## src/common/psi_defines.vh

```
`ifndef PSI_DEFINES_VH
`define PSI_DEFINES_VH
// bus widths
`define PSI_AD_W 64
`define PSI_CHK_W 8
`define PSI_CMD_W 9
// request kinds on the user side
`define PSI_KIND_READ 2'h0
`define PSI_KIND_WRITE 2'h1
`define PSI_KIND_INVAL 2'h2
`define PSI_KIND_UPDATE 2'h3
// command bus: bit 8 marks a data identifier, bits 1:0 carry the kind
`define PSI_CMD_DATA_BIT 8
// fifo shape
`define PSI_FIFO_DEPTH 16
`define PSI_FIFO_AW 4
// request entry layout {kind, cmd, addr/data}
`define PSI_ENT_W 75
`endif

```

## src/core/psi_fifo.v

```verilog
`timescale 1ns/10ps
module psi_fifo #(
   parameter WIDTH = 75,
   parameter DEPTH = 16,
   parameter AW = 4
) (
   input wire clk_sys,
   input wire rst_n,
   input wire inValid,
   output wire inReady,
   input wire [WIDTH-1:0] inData,
   output wire outValid,
   input wire outReady,
   output wire [WIDTH-1:0] outData
);
   reg [WIDTH-1:0] mem [0:DEPTH-1];
   reg [AW-1:0] wrPtr_r;
   reg [AW-1:0] rdPtr_r;
   reg [AW:0] count_r;
   wire doWr;
   wire doRd;
   integer i;

   assign inReady = (count_r != DEPTH[AW:0]);
   assign outValid = (count_r != {(AW+1){1'b0}});
   assign outData = mem[rdPtr_r];
   assign doWr = inValid & inReady;
   assign doRd = outValid & outReady;

   always @(posedge clk_sys or negedge rst_n) begin
      if (!rst_n) begin
         wrPtr_r <= {AW{1'b0}};
         rdPtr_r <= {AW{1'b0}};
         count_r <= {(AW+1){1'b0}};
         for (i = 0; i < DEPTH; i = i + 1) begin
            mem[i] <= {WIDTH{1'b0}};
         end
      end else begin
         if (doWr) begin
            mem[wrPtr_r] <= inData;
            wrPtr_r <= wrPtr_r + 1'b1;
         end
         if (doRd) begin
            rdPtr_r <= rdPtr_r + 1'b1;
         end
         if (doWr && !doRd) begin
            count_r <= count_r + 1'b1;
         end else if (doRd && !doWr) begin
            count_r <= count_r - 1'b1;
         end
      end
   end
endmodule

```

## src/core/psi_sys_if.v

```verilog
`timescale 1ns/10ps
`include "psi_defines.vh"
module psi_sys_if (
   input wire clk_sys,
   input wire rst_n,
   // user request side
   input wire reqValid,
   output wire reqReady,
   input wire [1:0] reqKind,
   input wire [63:0] reqAddr,
   input wire [63:0] reqData,
   // user receive side
   output reg rxValid,
   output reg [63:0] rxData,
   output reg [8:0] rxCmd,
   output reg rxCheckErr,
   output reg invalDone,
   output reg invalFailed,
   output wire busySlave,
   input wire multiprocessor_package_config,
   // system interface pins
   input wire [63:0] sys_addr_data_bus_in,
   output reg [63:0] sys_addr_data_bus_out,
   output reg sys_addr_data_bus_oe_n,
   input wire [7:0] sys_addr_data_check_in,
   output reg [7:0] sys_addr_data_check_out,
   input wire [8:0] sys_command_id_bus_in,
   output reg [8:0] sys_command_id_bus_out,
   input wire sys_command_parity_in,
   output reg sys_command_parity_out,
   output reg sys_cmd_oe_n,
   input wire agent_valid_strobe,
   output reg proc_valid_strobe,
   input wire agent_bus_request,
   output reg release_out,
   input wire read_accept_ready,
   input wire write_accept_ready,
   input wire invalidate_ack,
   input wire invalidate_error
);
   // ----------------------------------------
   // helpers
   // ----------------------------------------
   // byte-wise even parity as check field
   function [7:0] adCheck;
      input [63:0] v;
      integer b;
      begin
         adCheck = 8'h00;
         for (b = 0; b < 8; b = b + 1) begin
            adCheck[b] = ^v[b*8 +: 8];
         end
      end
   endfunction

   function cmdParity;
      input [8:0] c;
      begin
         cmdParity = ^c;
      end
   endfunction

   // ----------------------------------------
   // request buffer
   // ----------------------------------------
   localparam ST_IDLE = 3'h0;
   localparam ST_ADDR = 3'h1;
   localparam ST_DATA = 3'h2;
   localparam ST_WAIT = 3'h3;
   localparam ST_SLAVE = 3'h4;

   wire [74:0] fifoIn;
   wire [74:0] head;
   wire headValid;
   wire headPop;
   wire [1:0] headKind;
   wire headReady;
   reg [2:0] state_r;
   reg [2:0] state_nxt;

   assign fifoIn = {reqKind, 9'h000, (reqKind == `PSI_KIND_READ) ||
      (reqKind == `PSI_KIND_INVAL) ? reqAddr : reqData};

   psi_fifo #(
      .WIDTH(`PSI_ENT_W),
      .DEPTH(`PSI_FIFO_DEPTH),
      .AW(`PSI_FIFO_AW)
   ) u_fifo (
      .clk_sys(clk_sys),
      .rst_n(rst_n),
      .inValid(reqValid),
      .inReady(reqReady),
      .inData(fifoIn),
      .outValid(headValid),
      .outReady(headPop),
      .outData(head)
   );

   assign headKind = head[74:73];
   // flow control per request class
   assign headReady = (headKind == `PSI_KIND_WRITE) ?
      write_accept_ready : read_accept_ready;
   assign busySlave = (state_r == ST_SLAVE);

   // ----------------------------------------
   // sequencer
   // ----------------------------------------
   // address word then, for write/update, one data word
   reg [1:0] kind_r;
   reg [63:0] reqDataHold_r;
   assign headPop = (state_r == ST_IDLE) && headValid && headReady &&
      !agent_bus_request;

   always @* begin
      state_nxt = state_r;
      case (state_r)
         ST_IDLE: begin
            if (agent_bus_request) begin
               state_nxt = ST_SLAVE;
            end else if (headPop) begin
               state_nxt = ST_ADDR;
            end
         end
         ST_ADDR: begin
            if (kind_r == `PSI_KIND_WRITE || kind_r == `PSI_KIND_UPDATE)
            begin
               state_nxt = ST_DATA;
            end else if (kind_r == `PSI_KIND_INVAL &&
               multiprocessor_package_config) begin
               state_nxt = ST_WAIT;
            end else begin
               state_nxt = ST_IDLE;
            end
         end
         ST_DATA: begin
            if (kind_r == `PSI_KIND_UPDATE && multiprocessor_package_config)
            begin
               state_nxt = ST_WAIT;
            end else begin
               state_nxt = ST_IDLE;
            end
         end
         ST_WAIT: begin
            if (invalidate_ack || invalidate_error) begin
               state_nxt = ST_IDLE;
            end
         end
         ST_SLAVE: begin
            if (!agent_bus_request && !agent_valid_strobe) begin
               state_nxt = ST_IDLE;
            end
         end
         default: state_nxt = ST_IDLE;
      endcase
   end

   // ----------------------------------------
   // drive side
   // ----------------------------------------
   wire driveAddr;
   wire driveData;
   wire [8:0] cmdWord;
   wire [63:0] word;
   assign driveAddr = (state_nxt == ST_ADDR);
   assign driveData = (state_nxt == ST_DATA);
   assign cmdWord = driveAddr ? {1'b0, 6'h00, headKind} :
      {1'b1, 6'h00, kind_r};
   assign word = driveAddr ? head[63:0] : reqDataHold_r;

   always @(posedge clk_sys or negedge rst_n) begin
      if (!rst_n) begin
         state_r <= ST_IDLE;
         kind_r <= 2'h0;
         reqDataHold_r <= 64'h0000000000000000;
         sys_addr_data_bus_out <= 64'h0000000000000000;
         sys_addr_data_check_out <= 8'h00;
         sys_command_id_bus_out <= 9'h000;
         sys_command_parity_out <= 1'b0;
         sys_addr_data_bus_oe_n <= 1'b1;
         sys_cmd_oe_n <= 1'b1;
         proc_valid_strobe <= 1'b0;
         release_out <= 1'b0;
      end else begin
         state_r <= state_nxt;
         if (headPop) begin
            kind_r <= headKind;
            reqDataHold_r <= head[63:0];
         end
         // outputs registered with the word they qualify
         proc_valid_strobe <= driveAddr | driveData;
         sys_addr_data_bus_oe_n <= !(driveAddr | driveData);
         sys_cmd_oe_n <= !(driveAddr | driveData);
         if (driveAddr | driveData) begin
            sys_addr_data_bus_out <= word;
            sys_addr_data_check_out <= adCheck(word);
            sys_command_id_bus_out <= cmdWord;
            sys_command_parity_out <= cmdParity(cmdWord);
         end
         // one-cycle release as mastership passes over
         release_out <= (state_r == ST_IDLE) &&
            (state_nxt == ST_SLAVE);
      end
   end

   // ----------------------------------------
   // receive side
   // ----------------------------------------
   always @(posedge clk_sys or negedge rst_n) begin
      if (!rst_n) begin
         rxValid <= 1'b0;
         rxData <= 64'h0000000000000000;
         rxCmd <= 9'h000;
         rxCheckErr <= 1'b0;
         invalDone <= 1'b0;
         invalFailed <= 1'b0;
      end else begin
         // only strobed cycles carry a word
         rxValid <= agent_valid_strobe;
         if (agent_valid_strobe) begin
            rxData <= sys_addr_data_bus_in;
            rxCmd <= sys_command_id_bus_in;
            rxCheckErr <= (adCheck(sys_addr_data_bus_in) !=
               sys_addr_data_check_in) ||
               (cmdParity(sys_command_id_bus_in) !=
               sys_command_parity_in);
         end
         invalDone <= (state_r == ST_WAIT) && invalidate_ack;
         invalFailed <= (state_r == ST_WAIT) && !invalidate_ack &&
            invalidate_error;
      end
   end
endmodule

```

## config.mk

```make
export PLATFORM = sky130hd
export DESIGN_NAME = psi_sys_if
export DESIGN_NICKNAME = d
export VERILOG_FILES = /design/src/core/psi_fifo.v /design/src/core/psi_sys_if.v
export VERILOG_INCLUDE_DIRS = /design/src /design/src/common
export SDC_FILE = /design/constraint.sdc
export NUM_CORES = 2
export LEC_CHECK = 0
export ABC_AREA = 1
export BUFFER_PORTS_ARGS = -buffer_cell sky130_fd_sc_hd__buf_2
export CORE_MARGIN = 10
export CORE_UTILIZATION = 35
export CTS_CLUSTER_DIAMETER = 120
export CTS_CLUSTER_SIZE = 14
export DETAILED_ROUTE_END_ITERATION = 8
export PLACE_DENSITY_LB_ADDON = 0.3
export SLEW_MARGIN = 20
export SYNTH_ARGS = -nofsm -noshare
export SYNTH_HDL_FRONTEND = slang
export SYNTH_SLANG_ARGS = --single-unit
```

## constraint.sdc

```tcl
create_clock -name clk_sys -period 3.9 [get_ports clk_sys]
set_input_delay 0.39 -clock clk_sys [delete_from_list [all_inputs] [get_ports clk_sys]]
set_output_delay 0.39 -clock clk_sys [all_outputs]
set_load 0.05 [all_outputs]
```

# Yosys cells after proc, flatten, opt, wreduce, memory -nomap -nowiden
# Cells that the tools add are included.
# word_totals
register_bits,1444
out_inout_bits,165
wordCells,127
# op_classes
addsub,4
order_cmp,3
eq_ne,15
muxes,20
bitwise,5
reduce_logical,45
# op_table
cell,count
1200-bit bitwise mux,1
75-bit binary-select mux with 4-bit select,1
75-bit demux with 4-bit select,1
75-bit 2-to-1 mux,3
64-bit 2-to-1 mux,2
8-bit XOR reduction,16
9-bit XOR reduction,2
3-bit one-hot mux with 5 select lines,1
1-bit logical AND,13
3-bit 2-to-1 mux,4
5-bit >= comparator (second input constant),2
5-bit 2-to-1 mux,2
4-bit inverter with 5-bit output,2
3-bit by 2-bit == test with 1-bit output (second input constant),3
9-bit 2-to-1 mux,1
4-bit by 1-bit adder with 4-bit output (second input constant),2
8-bit inequality test,1
2-bit == test (second input constant),3
3-bit by 1-bit == test with 1-bit output (second input constant),2
3-bit == test (second input constant),2
1-bit zero test,6
2-bit 2-to-1 mux,3
5-bit by 1-bit adder with 5-bit output (second input constant),1
5-bit by 1-bit < comparator with 1-bit output (second input constant),1
12 further kinds,17

# Longest topological paths before layout
# depth
ltp_word,14
mapped_depth,25
mapped_depth_nobuf,21

# Modules after synthesis
# Synthesis repeated with hierarchy kept, for this count alone.
# unflattened
hier_cells,10631
area_unflattened_um2,76598.5
# modules_own_cells
module,instances,cells_each,area_per_inst_um2,seq_area_each_um2
psi_fifo,1,9074,64239.1,30354.1
psi_sys_if,1,1557,12359.4,5631.7

# Least setup slack after synthesis
# OpenSTA, ideal clock, no wires.
# synth_path
path_kind,register to register
startpoint,register u_fifo.rdPtr_r[0]
endpoint,register u_fifo.count_r[4]
setup_time_ns,0.125
arrival_ns,2.819
path_slack_ns,0.956
path_stages_with_launch,26
path_buffers,5
synth_period_minus_slack_ns,2.944
cell_sequence,dfrtp_1 > buf_6 > inv_4 > buf_6 > nand2_1 > nand3_1 > nand3_1 > nand3_1 > nand2_1 > inv_2 > nand2_1 > nand2_1 > nand4_2 > buf_6 > buf_6 > buf_6 > ha_1 > inv_1 > ha_1 > a21oi_1 > nor2_1 > nor2_1 > nand2_1 > nand2_1 > nor2_1 > xor2_1
# synth_via
elab_chain_len,12
word_cells_on_any_way,14
# synth_rtl
item,line,rtl
from (decl),psi_fifo.v:18,reg [AW-1:0] rdPtr_r;
from (signal assigned),psi_fifo.v:33,rdPtr_r <= {AW{1'b0}};
from (signal assigned),psi_fifo.v:44,rdPtr_r <= rdPtr_r + 1'b1;
4-bit inverter with 5-bit output (not written as such) (*),psi_fifo.v:26,assign outData = mem[rdPtr_r];
75-bit binary-select mux with 4-bit select (*),psi_fifo.v:26,
75-bit 2-to-1 mux (not written as such) (*) (2 in a row),psi_fifo.v:26,
2-bit by 1-bit == test with 1-bit output (no source line) (*),--,
1-bit 2-to-1 mux (*),psi_sys_if.v:101,assign headReady = (headKind == `PSI_KIND_WRITE) ?
1-bit logical AND (*) (2 in a row),psi_sys_if.v:111,assign headPop = (state_r == ST_IDLE) && headValid && headReady &&
1-bit AND (*),psi_fifo.v:28,assign doRd = outValid & outReady;
1-bit zero test,psi_fifo.v:46,if (doWr && !doRd) begin
1-bit logical AND,psi_fifo.v:46,
5-bit 2-to-1 mux / 2-bit nonzero test (equally long branches),--,
to (signal assigned),psi_fifo.v:34,count_r <= {(AW+1){1'b0}};
to (signal assigned),psi_fifo.v:47,count_r <= count_r + 1'b1;
to (signal assigned),psi_fifo.v:49,count_r <= count_r - 1'b1;
to (decl),psi_fifo.v:19,reg [AW:0] count_r;
# Every way passes the cells marked *; elsewhere a longest branch is shown, timed or not. The select of a mux whose other input is x is not followed.
# A chain may end at the register's enable or synchronous reset.

# Worst setup path in the final report
# layout_path
startpoint,register u_fifo.rdPtr_r[0]
endpoint,register sys_addr_data_check_out[3]
# layout_via
elab_chain_len,14
word_cells_on_any_way,16
# layout_rtl
item,line,rtl
4-bit inverter with 5-bit output (not written as such) (*),psi_fifo.v:26,
75-bit binary-select mux with 4-bit select (*),psi_fifo.v:26,
75-bit 2-to-1 mux (not written as such) (*) (2 in a row),psi_fifo.v:26,
2-bit by 1-bit == test with 1-bit output (no source line),--,
1-bit 2-to-1 mux,psi_sys_if.v:101,
1-bit logical AND (2 in a row),psi_sys_if.v:111,
3-bit 2-to-1 mux,psi_sys_if.v:120,end else if (headPop) begin
3-bit 2-to-1 mux,psi_sys_if.v:118,if (agent_bus_request) begin
3-bit one-hot mux with 5 select lines,psi_sys_if.v:116,case (state_r)
3-bit by 1-bit == test with 1-bit output,psi_sys_if.v:164,assign driveAddr = (state_nxt == ST_ADDR);
64-bit 2-to-1 mux,psi_sys_if.v:168,assign word = driveAddr ? head[63:0] : reqDataHold_r;
8-bit XOR reduction,psi_sys_if.v:51,adCheck[b] = ^v[b*8 +: 8];
to (signal assigned),psi_sys_if.v:195,sys_addr_data_check_out <= adCheck(word);
to (decl),psi_sys_if.v:26,"output reg [7:0] sys_addr_data_check_out,"
# Marked as above.

==> impl_metrics.toml <==
[run_status]
run_status = "completed"

[sta]
finalCritPeriodShare_pct = 84.7
timing.final.setup_violations = 0
achievable-frequency_ghz = 0.303
drv_slew = 0
grt_setup_unrepaired = "no"
setup_total_negative_slack_ns = 0
timing.max_slew.rel_slack_pct = 27.7
post_route_clock_skew_ns = 0.0614
post_layout_worst_setup_margin_ns = 0.595
hold_viol_final = 0
final.min_clock_period_ns = 3.31
measured_slew_at_the_worst_slew_check_pin_ns = 1.08
hold_slack_ns = 0.121

[route]
detail_route.first_pass.iterations = 6
route.vias.total = 53700
post-route-drc-count = 0
final_antenna_net_count = 0
detail_route.wirelength_um = 212000
detail_route.iter0.violations = 5524
vias_per_cell = 5.15
wire_per_inst_um = 20.4

[clocking]
post-cts-setup-buffers = 0
cts_hold_repair.buffers = 79
clock_tree.root_cell = "clkbuf_16"
cts_tree = "done"
clk_pin_slew_ns = 0.07
post_cts_resize_count = 0
cts-buffers-inserted = 103
clkLatencyLatePin_ns = 0.77
cts.path.max_buffers = 3
cts.sink_count = 1294
cts-htree-levels = 3

[floorplan]
area_of_the_die_um2 = 194000
floorplan.die.height_um = 440
start_util_pct = 35.1
num_io_pins = 387
floorplan.die.width_um = 440
core_region_area_um2 = 176000
fp-row-count = 154

[flow_run]
max_cap_viol_count = 0

[place]
gp_congestion = 0.836
place_inst = 10200
place_hpwl_um = 118000
port_buffers = 380
placed_cell_areas_um2 = 66000
pre_cts_ws_ns = 0.713

[worst_setup_path]
critPathCaptureType = "flop"
series_of_cell_instances_along_the_critical_path = "inv_8 > buf_4 > a21oi_1 > o21ai_0 > nand3_1 > nand3_1 > nand2_1 > inv_1 > nand4_1 > nand2_1 > nand2_1 > nand2_1 > inv_1 > nand2_1 > nand2_1 > nand2_1 > nand3_1 > nand2_1"
critPathSlowestCell = "dfrtp_4"
critical_path.max_fanout = 55
data_required_time_at_the_worst_endpoint_ns = 4.60
cp.arrival_ns = 4.00
path_common_cell = "nand2_1"
worst_r2r_path_depth = 18
critPathKind = "reg2reg"
cpPeakStageDelay_ns = 0.68
start_kind = "flop"

[yosys]
synth_edf_count = 0
post-synth-top-area-fraction_pct = 52.4
synth_most_common_cell = "nand2_1"
synthArstFlopShare_pct = 100
netlist_instances = 7950
synth_largest_area_cell = "dfrtp_1"
postSynthAreaPerCell_um2 = 7.77
synth_top_cells_by_count = "nand2_1 (3036), dfrtp_1 (1293), o21ai_0 (1082), inv_1 (689), a21oi_1 (397)"
dominant_synthesized_flop_cell = "dfrtp_1"
mappedNetlistArea_um2 = 61800
post_synth_num_cell_types = 37
synth-seq-area-share_pct = 52.4
synth-seq-cells = 1294
yosys_warnings = 0
synth_top_cells_by_area = "dfrtp_1 (52%), nand2_1 (18%), o21ai_0 (8.8%)"

[cells_and_area]
layout.nets = 8290
area_growth_syn_to_layout_pct = 12.6
final-instance-count-excl-fill = 10400
drive_above_1_share_pct = 9.27
final_area_um2 = 69600
postLayoutCoreUtil_pct = 39.6

[global_routing]
antenna_violations_before_repair = 4
grt_resource_usage_total_pct = 21.2
grt.met2_usage_pct = 34.7
grt_start_max_net_pins = 157
grt_most_used_layer = "met2"
overflow = 0
groute.layer.met1.usage_pct = 29.1
grt_first_pass_wirelength_um = 321000
grt_pass1_vias = 51000
grtUsageMet3_pct = 3.17

[min_path]
worst_hold_path_type = "in2async"

[power_and_ir_drop]
report.power.total_mw = 58.7
leakagePower_nw = 34.5
vdd.ir_drop.worst_mv = 0.788
power_per_cell_area_nw_per_um2 = 844
placed cells by master, fill, tap and decap left out, types with 73 or more instances in the layout:
cell,n
buf_2,377
clkbuf_16,105
dfrtp_1,1289
dlygate4sd3_1,79
o211ai_1,100
nand3_1,352
buf_4,79
nand2_1,3036
a21oi_1,397
nand4_1,95
inv_1,685
o21ai_0,1082
mux2_2,73
state kept, by name, summed over array words and instances, names as in the netlist, 2 cells and up:
signal / flops
kind_r: 2
reqDataHold_r: 64
rxCmd: 9
rxData: 64
state_r: 3
sys_addr_data_bus_out: 64
sys_addr_data_check_out: 8
sys_command_id_bus_out: 3
u_fifo.count_r: 5
u_fifo.mem: 1056
u_fifo.rdPtr_r: 4
u_fifo.wrPtr_r: 4
path summary, 6_finish.rpt:
kind | startpoint | to | slack [ns]
setup / recovery | u_fifo.rdPtr_r[0]$_DFFE_PN0P_ | sys_addr_data_check_out[3]$_DFFE_PN0N_ | 0.59
hold / removal | rst_n | u_fifo.mem[762]$_DFFE_PN0P_ | 0.12
setup reg to reg | u_fifo.rdPtr_r[0]$_DFFE_PN0P_ | sys_addr_data_check_out[3]$_DFFE_PN0N_ | 0.59
hold reg to reg | u_fifo.mem[579]$_DFFE_PN0P_ | u_fifo.mem[579]$_DFFE_PN0P_ | 0.47
max in group asynchronous | rst_n | u_fifo.mem[1181]$_DFFE_PN0P_ | 2.44
min in group clk_sys | read_accept_ready | state_r[0]$_DFF_PN0_ | 0.17
power by group:
group	switching (mW)	internal (mW)	total (mW)	leakage [nW]
combinational	18.9	7.84	26.8	17.1
clock	5.06	4.83	9.89	1.36
sequential	2.63	19.5	22.1	16.0
total	26.6	32.1	58.7	34.5
logic make-up after synthesis:
family | after synthesis | share of synthesized area [%]
compound gates | 1619 | 13.6
other cells | 1 | 0.00607
flops | 1294 | 52.4
mux | 73 | 1.33
fa+ha+maj | 10 | 0.215
simple gates | 3571 | 22.9
xor+xnor | 84 | 1.19
buf+inv | 1298 | 8.35
critical path: cells and delay by family (launching register included):
kind	cells	cell delay (ns)
compound gates	2	0.28
buf+inv	4	1.01
flops	1	0.68
simple gates	12	1.18
layer usage:
| metal | part of all wire (%) | wire, um |
|---|---|---|
| met1 | 43 | 91200 |
| met2 | 47 | 98900 |
| met3 | 7.8 | 16500 |
| met4 | 2.6 | 5460 |
| met5 | 0 | 0 |
layout make-up:
class	instances	area, um^2
Fill cell	17700	106000
Sequential cell	1294	32400
Clock buffer	117	2680
Tap cell	2340	2930
Inverter	704	2670
Clock inverter	7	104
Multi-Input combinational cell	5363	24400
Timing Repair Buffer	592	4410
Antenna cell	4	10.0
Note: power is estimated with default switching activity, not from simulation.
